**src/shared/sar_params.svh**
```systemverilog
// Constants for the converter channel sequencer
`ifndef SAR_PARAMS_SVH
`define SAR_PARAMS_SVH
`define SAR_CHANNELS      8
`define SAR_CH_W          3
`define SAR_RES_W         12
`define SAR_SAMP_W        8
`define SAR_CONV_CYCLES   18
`define SAR_CONV_CNT_W    5
`define SAR_FIFO_DEPTH    16
`define SAR_TEMP_INDEX    4'h8
`define SAR_SEL_W         4
`define SAR_CLK_MHZ       40
`define SAR_MAX_CONV_MHZ  18
`endif

```
**src/shared/sar_pkg.sv**
```systemverilog
// Types for the converter channel sequencer
package sar_pkg;
    typedef enum logic [1:0] {
        REF_VDD      = 2'h0,
        REF_VDD_HALF = 2'h1,
        REF_BANDGAP  = 2'h2,
        REF_EXTERNAL = 2'h3
    } ref_sel_e;

    typedef enum logic [1:0] {
        ST_IDLE   = 2'h0,
        ST_SAMPLE = 2'h1,
        ST_CONV   = 2'h3
    } seq_state_e;

    typedef struct packed {
        logic [3:0]  channel;
        logic [11:0] value;
    } result_s;
endpackage

```
**src/hw/sar_sequencer.sv**
```systemverilog
// Channel sequencer and control around a 12-bit SAR converter
`timescale 1ns/1ps
`default_nettype none
`include "sar_params.svh"
module sar_sequencer (
    input  wire logic                         clock_i,
    input  wire logic                         rst_i,
    input  wire logic                         enable_i,
    input  wire logic                         deep_sleep_i,
    input  wire logic                         scan_mode_i,
    input  wire logic                         sw_start_i,
    input  wire logic [`SAR_SEL_W-1:0]        sw_channel_i,
    input  wire logic [`SAR_CHANNELS-1:0]     channel_en_i,
    input  wire logic                         temp_en_i,
    input  wire logic [`SAR_SAMP_W*9-1:0]     sample_time_i,
    input  wire sar_pkg::ref_sel_e            ref_sel_i,
    input  wire logic [`SAR_RES_W-1:0]        limit_low_i,
    input  wire logic [`SAR_RES_W-1:0]        limit_high_i,
    input  wire logic                         range_clear_i,
    input  wire logic                         eos_clear_i,
    input  wire logic                         comp_i,
    input  wire logic [`SAR_SEL_W-1:0]        rd_channel_i,
    input  wire logic                         res_ready_i,
    output logic [`SAR_SEL_W-1:0]             mux_sel_o,
    output logic                              sample_o,
    output logic [1:0]                        ref_sel_o,
    output logic [`SAR_RES_W-1:0]             dac_code_o,
    output logic [`SAR_RES_W-1:0]             rd_value_o,
    output logic                              range_irq_o,
    output logic                              eos_flag_o,
    output logic                              busy_o,
    output sar_pkg::result_s                  res_data_o,
    output logic                              res_valid_o,
    output logic                              overflow_o
);
    // ------------------------------------------------------------
    // Declarations
    // ------------------------------------------------------------
    sar_pkg::seq_state_e        state;
    logic [`SAR_SEL_W-1:0]      cur_ch;
    logic [`SAR_SAMP_W-1:0]     samp_cnt;
    logic [`SAR_CONV_CNT_W-1:0] conv_cnt;
    logic [`SAR_RES_W-1:0]      sar_reg;
    logic [`SAR_RES_W-1:0]      result_buf [`SAR_CHANNELS+1];
    logic [`SAR_CHANNELS:0]     active_mask;
    logic [`SAR_SEL_W-1:0]      next_ch;
    logic                       wrap;
    logic                       conv_done;
    logic [`SAR_RES_W-1:0]      final_val;
    logic                       outside;
    logic                       fifo_in_ready;
    logic                       run;
    sar_pkg::result_s           fifo_out;
    logic                       fifo_valid;

    // ------------------------------------------------------------
    // Helper functions
    // ------------------------------------------------------------
    // One-hot mask of the trial bit of a successive-approximation step
    function automatic logic [`SAR_RES_W-1:0] step_bit(
        input logic [`SAR_CONV_CNT_W-1:0] cnt
    );
        step_bit = `SAR_RES_W'(1) << (`SAR_RES_W - 1 - int'(cnt));
    endfunction

    // Sample window length of a channel
    function automatic logic [`SAR_SAMP_W-1:0] samp_of(
        input logic [`SAR_SEL_W-1:0] ch
    );
        logic [`SAR_SAMP_W-1:0] t;
        t = sample_time_i[ch*`SAR_SAMP_W +: `SAR_SAMP_W];
        // Floor keeps every conversion at or above its minimum length
        if (t < `SAR_SAMP_W'(`SAR_CONV_CYCLES - `SAR_RES_W - 1)) begin
            t = `SAR_SAMP_W'(`SAR_CONV_CYCLES - `SAR_RES_W - 1);
        end
        samp_of = t;
    endfunction

    // Code after the decision on the current trial bit
    function automatic logic [`SAR_RES_W-1:0] decide(
        input logic [`SAR_RES_W-1:0]      code,
        input logic [`SAR_CONV_CNT_W-1:0] cnt,
        input logic                       keep
    );
        decide = keep ? code : (code & ~step_bit(cnt));
    endfunction

    // Lowest enabled channel of a mask
    function automatic logic [`SAR_SEL_W-1:0] lowest_ch(
        input logic [`SAR_CHANNELS:0] mask
    );
        lowest_ch = '0;
        for (int i = `SAR_CHANNELS; i >= 0; i--) begin
            if (mask[i]) begin
                lowest_ch = `SAR_SEL_W'(i);
            end
        end
    endfunction

    // ------------------------------------------------------------
    // Channel selection
    // ------------------------------------------------------------
    assign active_mask = {temp_en_i, channel_en_i};
    assign run = enable_i && !deep_sleep_i && fifo_in_ready;

    always_comb begin
        next_ch = cur_ch;
        wrap    = 1'b1;
        for (int i = `SAR_CHANNELS; i >= 0; i--) begin
            if (active_mask[i] && (i > int'(cur_ch))) begin
                next_ch = `SAR_SEL_W'(i);
                wrap    = 1'b0;
            end
        end
        if (wrap) begin
            next_ch = lowest_ch(active_mask);
        end
    end

    // ------------------------------------------------------------
    // Conversion engine
    // ------------------------------------------------------------
    assign conv_done = (state == sar_pkg::ST_CONV) &&
                       (conv_cnt == `SAR_CONV_CNT_W'(`SAR_RES_W - 1));
    assign final_val = decide(sar_reg, conv_cnt, comp_i);

    always_ff @(posedge clock_i or posedge rst_i) begin
        if (rst_i) begin
            state    <= sar_pkg::ST_IDLE;
            cur_ch   <= '0;
            samp_cnt <= '0;
            conv_cnt <= '0;
            sar_reg  <= '0;
        end else begin
            case (state)
                sar_pkg::ST_IDLE: begin
                    if (run && scan_mode_i && |active_mask) begin
                        cur_ch   <= lowest_ch(active_mask);
                        samp_cnt <= samp_of(lowest_ch(active_mask));
                        state    <= sar_pkg::ST_SAMPLE;
                    end else if (run && !scan_mode_i && sw_start_i &&
                                 int'(sw_channel_i) <= `SAR_CHANNELS) begin
                        cur_ch   <= sw_channel_i;
                        samp_cnt <= samp_of(sw_channel_i);
                        state    <= sar_pkg::ST_SAMPLE;
                    end
                end
                sar_pkg::ST_SAMPLE: begin
                    if (samp_cnt == '0) begin
                        conv_cnt <= '0;
                        sar_reg  <= step_bit('0);
                        state    <= sar_pkg::ST_CONV;
                    end else begin
                        samp_cnt <= samp_cnt - 1'b1;
                    end
                end
                sar_pkg::ST_CONV: begin
                    if (conv_done) begin
                        if (run && scan_mode_i && |active_mask) begin
                            cur_ch   <= next_ch;
                            samp_cnt <= samp_of(next_ch);
                            state    <= sar_pkg::ST_SAMPLE;
                        end else begin
                            state <= sar_pkg::ST_IDLE;
                        end
                    end else begin
                        conv_cnt <= conv_cnt + 1'b1;
                        sar_reg  <= final_val | step_bit(conv_cnt + 1'b1);
                    end
                end
                default: begin
                    state <= sar_pkg::ST_IDLE;
                end
            endcase
        end
    end

    // ------------------------------------------------------------
    // Result buffers and limit check
    // ------------------------------------------------------------
    sar_limit_check u_limit (
        .value_i   (final_val),
        .low_i     (limit_low_i),
        .high_i    (limit_high_i),
        .outside_o (outside)
    );

    always_ff @(posedge clock_i or posedge rst_i) begin
        if (rst_i) begin
            for (int i = 0; i <= `SAR_CHANNELS; i++) begin
                result_buf[i] <= '0;
            end
        end else if (conv_done) begin
            result_buf[cur_ch] <= final_val;
        end
    end

    // ------------------------------------------------------------
    // Status flags
    // ------------------------------------------------------------
    always_ff @(posedge clock_i or posedge rst_i) begin
        if (rst_i) begin
            range_irq_o <= 1'b0;
        end else if (conv_done && outside) begin
            range_irq_o <= 1'b1;
        end else if (range_clear_i) begin
            range_irq_o <= 1'b0;
        end
    end

    always_ff @(posedge clock_i or posedge rst_i) begin
        if (rst_i) begin
            eos_flag_o <= 1'b0;
        end else if (conv_done && scan_mode_i && wrap) begin
            eos_flag_o <= 1'b1;
        end else if (eos_clear_i) begin
            eos_flag_o <= 1'b0;
        end
    end

    always_ff @(posedge clock_i or posedge rst_i) begin
        if (rst_i) begin
            overflow_o <= 1'b0;
        end else if (conv_done && !fifo_in_ready) begin
            overflow_o <= 1'b1;
        end
    end

    // ------------------------------------------------------------
    // Result stream
    // ------------------------------------------------------------
    sar_fifo #(
        .WIDTH ($bits(sar_pkg::result_s)),
        .DEPTH (`SAR_FIFO_DEPTH)
    ) u_fifo (
        .clock_i     (clock_i),
        .rst_i       (rst_i),
        .in_data_i   ({cur_ch, final_val}),
        .in_valid_i  (conv_done),
        .in_ready_o  (fifo_in_ready),
        .out_data_o  (fifo_out),
        .out_valid_o (fifo_valid),
        .out_ready_i (!res_valid_o || res_ready_i)
    );

    // ------------------------------------------------------------
    // Registered outputs
    // ------------------------------------------------------------
    always_ff @(posedge clock_i or posedge rst_i) begin
        if (rst_i) begin
            res_data_o  <= '0;
            res_valid_o <= 1'b0;
        end else if (!res_valid_o || res_ready_i) begin
            res_valid_o <= fifo_valid;
            res_data_o  <= fifo_out;
        end
    end

    always_ff @(posedge clock_i or posedge rst_i) begin
        if (rst_i) begin
            mux_sel_o <= '0;
            sample_o  <= 1'b0;
            busy_o    <= 1'b0;
        end else begin
            mux_sel_o <= cur_ch;
            sample_o  <= state == sar_pkg::ST_SAMPLE;
            busy_o    <= state != sar_pkg::ST_IDLE;
        end
    end

    always_ff @(posedge clock_i or posedge rst_i) begin
        if (rst_i) begin
            ref_sel_o <= 2'h0;
        end else begin
            ref_sel_o <= ref_sel_i;
        end
    end

    always_ff @(posedge clock_i or posedge rst_i) begin
        if (rst_i) begin
            rd_value_o <= '0;
        end else begin
            rd_value_o <= (int'(rd_channel_i) <= `SAR_CHANNELS)
                          ? result_buf[rd_channel_i] : '0;
        end
    end

    // Trial code goes straight from the SAR register to the comparator
    assign dac_code_o = sar_reg;
endmodule // sar_sequencer
`default_nettype wire

```
**src/hw/sar_fifo.sv**
```systemverilog
// Parameterised valid/ready FIFO for conversion results
`timescale 1ns/1ps
`default_nettype none
module sar_fifo #(
    parameter int WIDTH = 16,
    parameter int DEPTH = 16,
    parameter int AW    = $clog2(DEPTH)
) (
    input  wire logic             clock_i,
    input  wire logic             rst_i,
    input  wire logic [WIDTH-1:0] in_data_i,
    input  wire logic             in_valid_i,
    output logic                  in_ready_o,
    output logic      [WIDTH-1:0] out_data_o,
    output logic                  out_valid_o,
    input  wire logic             out_ready_i
);
    logic [WIDTH-1:0] mem [DEPTH];
    logic [AW:0]      wr_ptr;
    logic [AW:0]      rd_ptr;
    logic             push;
    logic             pop;

    assign in_ready_o  = (wr_ptr - rd_ptr) != (AW+1)'(DEPTH);
    assign out_valid_o = wr_ptr != rd_ptr;
    assign out_data_o  = mem[rd_ptr[AW-1:0]];
    assign push        = in_valid_i && in_ready_o;
    assign pop         = out_valid_o && out_ready_i;

    always_ff @(posedge clock_i) begin
        if (push) begin
            mem[wr_ptr[AW-1:0]] <= in_data_i;
        end
    end

    always_ff @(posedge clock_i or posedge rst_i) begin
        if (rst_i) begin
            wr_ptr <= '0;
            rd_ptr <= '0;
        end else begin
            if (push) begin
                wr_ptr <= wr_ptr + 1'b1;
            end
            if (pop) begin
                rd_ptr <= rd_ptr + 1'b1;
            end
        end
    end
endmodule // sar_fifo
`default_nettype wire

```
**src/hw/sar_limit_check.sv**
```systemverilog
// Window comparator of a result against low and high limits
`timescale 1ns/1ps
`default_nettype none
module sar_limit_check (
    input  wire logic [11:0] value_i,
    input  wire logic [11:0] low_i,
    input  wire logic [11:0] high_i,
    output logic             outside_o
);
    assign outside_o = (value_i < low_i) || (value_i > high_i);
endmodule // sar_limit_check
`default_nettype wire

```
**config.mk**
```make
export PLATFORM = sky130hd
export DESIGN_NAME = sar_sequencer
export DESIGN_NICKNAME = d
export VERILOG_FILES = /design/src/shared/sar_pkg.sv /design/src/hw/sar_sequencer.sv /design/src/hw/sar_fifo.sv /design/src/hw/sar_limit_check.sv
export VERILOG_INCLUDE_DIRS = /design/src /design/src/shared
export SDC_FILE = /design/constraint.sdc
export NUM_CORES = 1
export LEC_CHECK = 0
export ABC_AREA = 1
export BUFFER_PORTS_ARGS = -buffer_cell sky130_fd_sc_hd__buf_2
export CORE_MARGIN = 1.5
export CORE_UTILIZATION = 40
export DETAILED_ROUTE_END_ITERATION = 6
export PLACE_DENSITY = 0.57
export SYNTH_ARGS = -nofsm -noshare
export SYNTH_HDL_FRONTEND = slang
export SYNTH_SLANG_ARGS = --single-unit
export TNS_END_PERCENT = 100
```
**constraint.sdc**
```tcl
create_clock -name clock_i -period 5.97 [get_ports clock_i]
set_input_delay 0.2985 -clock clock_i [delete_from_list [all_inputs] [get_ports clock_i]]
set_output_delay 0.2985 -clock clock_i [all_outputs]
set_load 0.02 [all_outputs]
```
==> run metrics <==
dpl hpwl 44,040 um; Syn Area/Cell 9.400 um^2; TritonCTS clock tree yes; GRT Resource Usage Total 0.2387; placed cells 3,100; Mapped Nets 2,472; final worst-path cycle share 0.6592; pin count of the biggest net entering global routing 109; DRC 0; core area 53,710 um^2; Post-DP Area 23,300 um^2; FMAX 0.2541 GHz; Startpoint Class flop; row count 85; clock sinks 445; CTS Buffer Depth 3; reg2reg start u_fifo.rd_ptr[3]; Hold WC Path Type input pin to flop; TritonCTS buffer count 48; area grow syn2layout 14.98%; Die Wd 235.9 um; worst setup path endpoint samp_cnt[0]; Post-synth ARST share 0.4247; power density over cell area 425.2 nW/um^2; vias in the first global route 17,020; Final Hold Viols 0; Worst Clk Skew 0.02278 ns; ratio of cells with drive above 1 in the final layout 0.1417; crit path from u_fifo.rd_ptr[3]; first-pass iteration count of the detailed router 6; initial antenna violation count 3; total grt overflow 0; initial DRC count 1,667; PostCTS Resize Cnt 0; H-tree Lvls 2; Synth Warn # 0; Syn Std Cell Area 21,690 um^2; Yosys reg bits 445; Reg2Reg Setup Slack 2.03 ns; WS Path Type flop to flop; ANT nets after route 0; peak supply drop 0.2489 mV; Initial Utilization 0.4039; worst hold slack 0.07599 ns; CP required 6.44 ns; Final TNS setup 0 ns; Final Cell Area 24,950 um^2; io pins 177; LEAKAGE 10.52 nW; Net count, final 2,623; crit path DAT 4.40 ns; die span in y 235.9 um; Clk Latency, worst-skew pair 0.60 ns; R2R cell count 14; Vias per Instance 5.553; worst-margin pin slew 1.256 ns; min Tclk post-route 3.936 ns; first-pass GRT wire length 102,500 um; filler cell count 5,052; Worst Path Max Fanout 18; PortBufs 176; Syn Inst Count 2,308; Seq/Total Area, Yosys 0.5724; CTS root buf clkbuf_16; GP Congestion 0.9487; EDFF count, synth 256; hold buffers post-CTS 5; Die ar. 55,640 um^2; worst reg2reg endpoint samp_cnt[0]; # Max-Cap Violations 0; via count 17,760; Slew headroom 0.1547; Cell variety after synth 55; postcts setup bufs 0; Routed WL 67,200 um; Post-Layout Cell Count 3,198; status finished clean; max-slew violations 0; unrepaired setup endpoints after global routing no; Critical Path Sink Type flop; endpoints failing setup 0; Clk pin slew, worst setup/hold paths 0.06 ns; Post-synth top flop edfxtp_1; Wirelength per Cell 21.01 um
[cells in the final DEF, fill, tap and decap left out, types with 14 or more instances in the layout]
cell       count
o221ai_1      40
buf_2        176
buf_4         42
nand2_1      354
inv_1        189
nand3_1      159
clkbuf_16     48
a41oi_1       16
a21oi_1       83
a21oi_2       15
o211ai_1      33
o21ai_0      346
o22ai_1       58
ha_1          39
nor2_1       254
clkinv_1      14
dfrtp_1      187
edfxtp_1     256
mux2i_1       17
[per-stage QoR]
stage	utilization	worst slack [ns]	total power, mW
after floorplan	-	0.5294	6.436
after global placement	0.4339	2.096	7.612
after detailed placement	0.4339	2.033	7.669
after CTS	0.4643	1.982	10.69
after global routing	0.4643	1.503	11.23
final	0.4645	2.034	10.61
[cell type report]
class	instances	area, um^2	share of cell area
diodes	3	7.507	0.0003009
clock buffers	64	1311	0.05257
clock inverters	26	272.8	0.01093
inverters	213	808.3	0.03240
multi-input cells	1528	8006	0.3210
flip-flops and latches	445	12420	0.4980
well taps	696	870.8	0.03491
repair buffers	223	1246	0.04996
[registers in the layout, indices dropped and copies added, names as in the netlist, 5 cells and up]
name / flops
res_data_o: 16
u_fifo.rd_ptr: 5
dac_code_o: 12
result_buf: 108
conv_cnt: 5
samp_cnt: 8
u_fifo.mem: 256
u_fifo.wr_ptr: 5
rd_value_o: 12
[routing by layer]
metal	share of wire	up-vias	global-route usage
li1	-	8382	-
met1	0.43	8575	0.3159
met2	0.47	659	0.3887
met3	0.062	137	0.04108
met4	0.041	6	0.09736
met5	0.00061	-	0
[how the worst min path moves through the flow]
stage,startpoint,endpoint,slack (ns),depth (start not counted)
CTS,scan_mode_i,eos_flag_o,0.04,3
global route,scan_mode_i,eos_flag_o,0.08,3
detailed placement,ref_sel_i[1],ref_sel_o[1],0.41,1
floorplan,ref_sel_i[0],ref_sel_o[0],0.33,0
global placement,ref_sel_i[1],ref_sel_o[1],0.41,1
finish,scan_mode_i,eos_flag_o,0.08,3
[worst max-delay path, stage by stage, from the launching register on]
cell      delay [ns]
dfrtp_1         0.38
clkinv_1        0.57
ha_1            0.57
nor2_1          0.11
o21ai_0         0.08
nand2_1         0.16
nand3b_1        0.14
nor3_2          0.49
inv_1           0.34
a31oi_1         0.25
nand2_1         0.16
inv_2           0.19
o21ai_0         0.12
a21oi_1         0.17
a21oi_2         0.07
[cell usage after synthesis, drive strengths merged, types with 10 or more instances]
| master | number | area, um^2 |
|---|---|---|
| nand2 | 366 | 1436 |
| o21ai | 356 | 1793 |
| clkbuf | 103 | 386.6 |
| nor2 | 263 | 1035 |
| inv | 203 | 762.0 |
| o211ai | 34 | 260.3 |
| edfxtp | 256 | 7687 |
| o22ai | 58 | 362.9 |
| buf | 19 | 128.9 |
| nand3 | 161 | 815.8 |
| nor3 | 12 | 76.33 |
| o221ai | 40 | 350.3 |
| ha | 39 | 488.0 |
| nand4 | 12 | 81.33 |
| dfrtp | 189 | 4730 |
| a41oi | 16 | 140.1 |
| xor2 | 12 | 105.1 |
| a21oi | 98 | 505.5 |
| clkinv | 10 | 37.54 |
| mux2i | 17 | 170.2 |
[report_power, final]
part           total, mW  leakage, nW  internal (mW)  switching (mW)
Sequential          3.88         4.18           3.59           0.293
Combinational       3.74         5.56           1.11            2.63
Clock               2.99        0.785           1.73            1.26
Total               10.6         10.5           6.43            4.18
[cell families (layout without fill, tap and decap cells)]
kind of cell / after synthesis / count (layout) / synth area share
AND/OR/NAND/NOR: 825 / 825 / 0.1622
AO/OA/AOI/OAI: 630 / 630 / 0.1677
flip-flops: 445 / 445 / 0.5724
buffers and inverters: 335 / 526 / 0.06061
adder cells (fa/ha/maj): 39 / 39 / 0.02249
XOR/XNOR: 17 / 17 / 0.006863
multiplexers: 17 / 17 / 0.007843
other: 0 / 3 / 0
(Power assumes the default switching activity.)
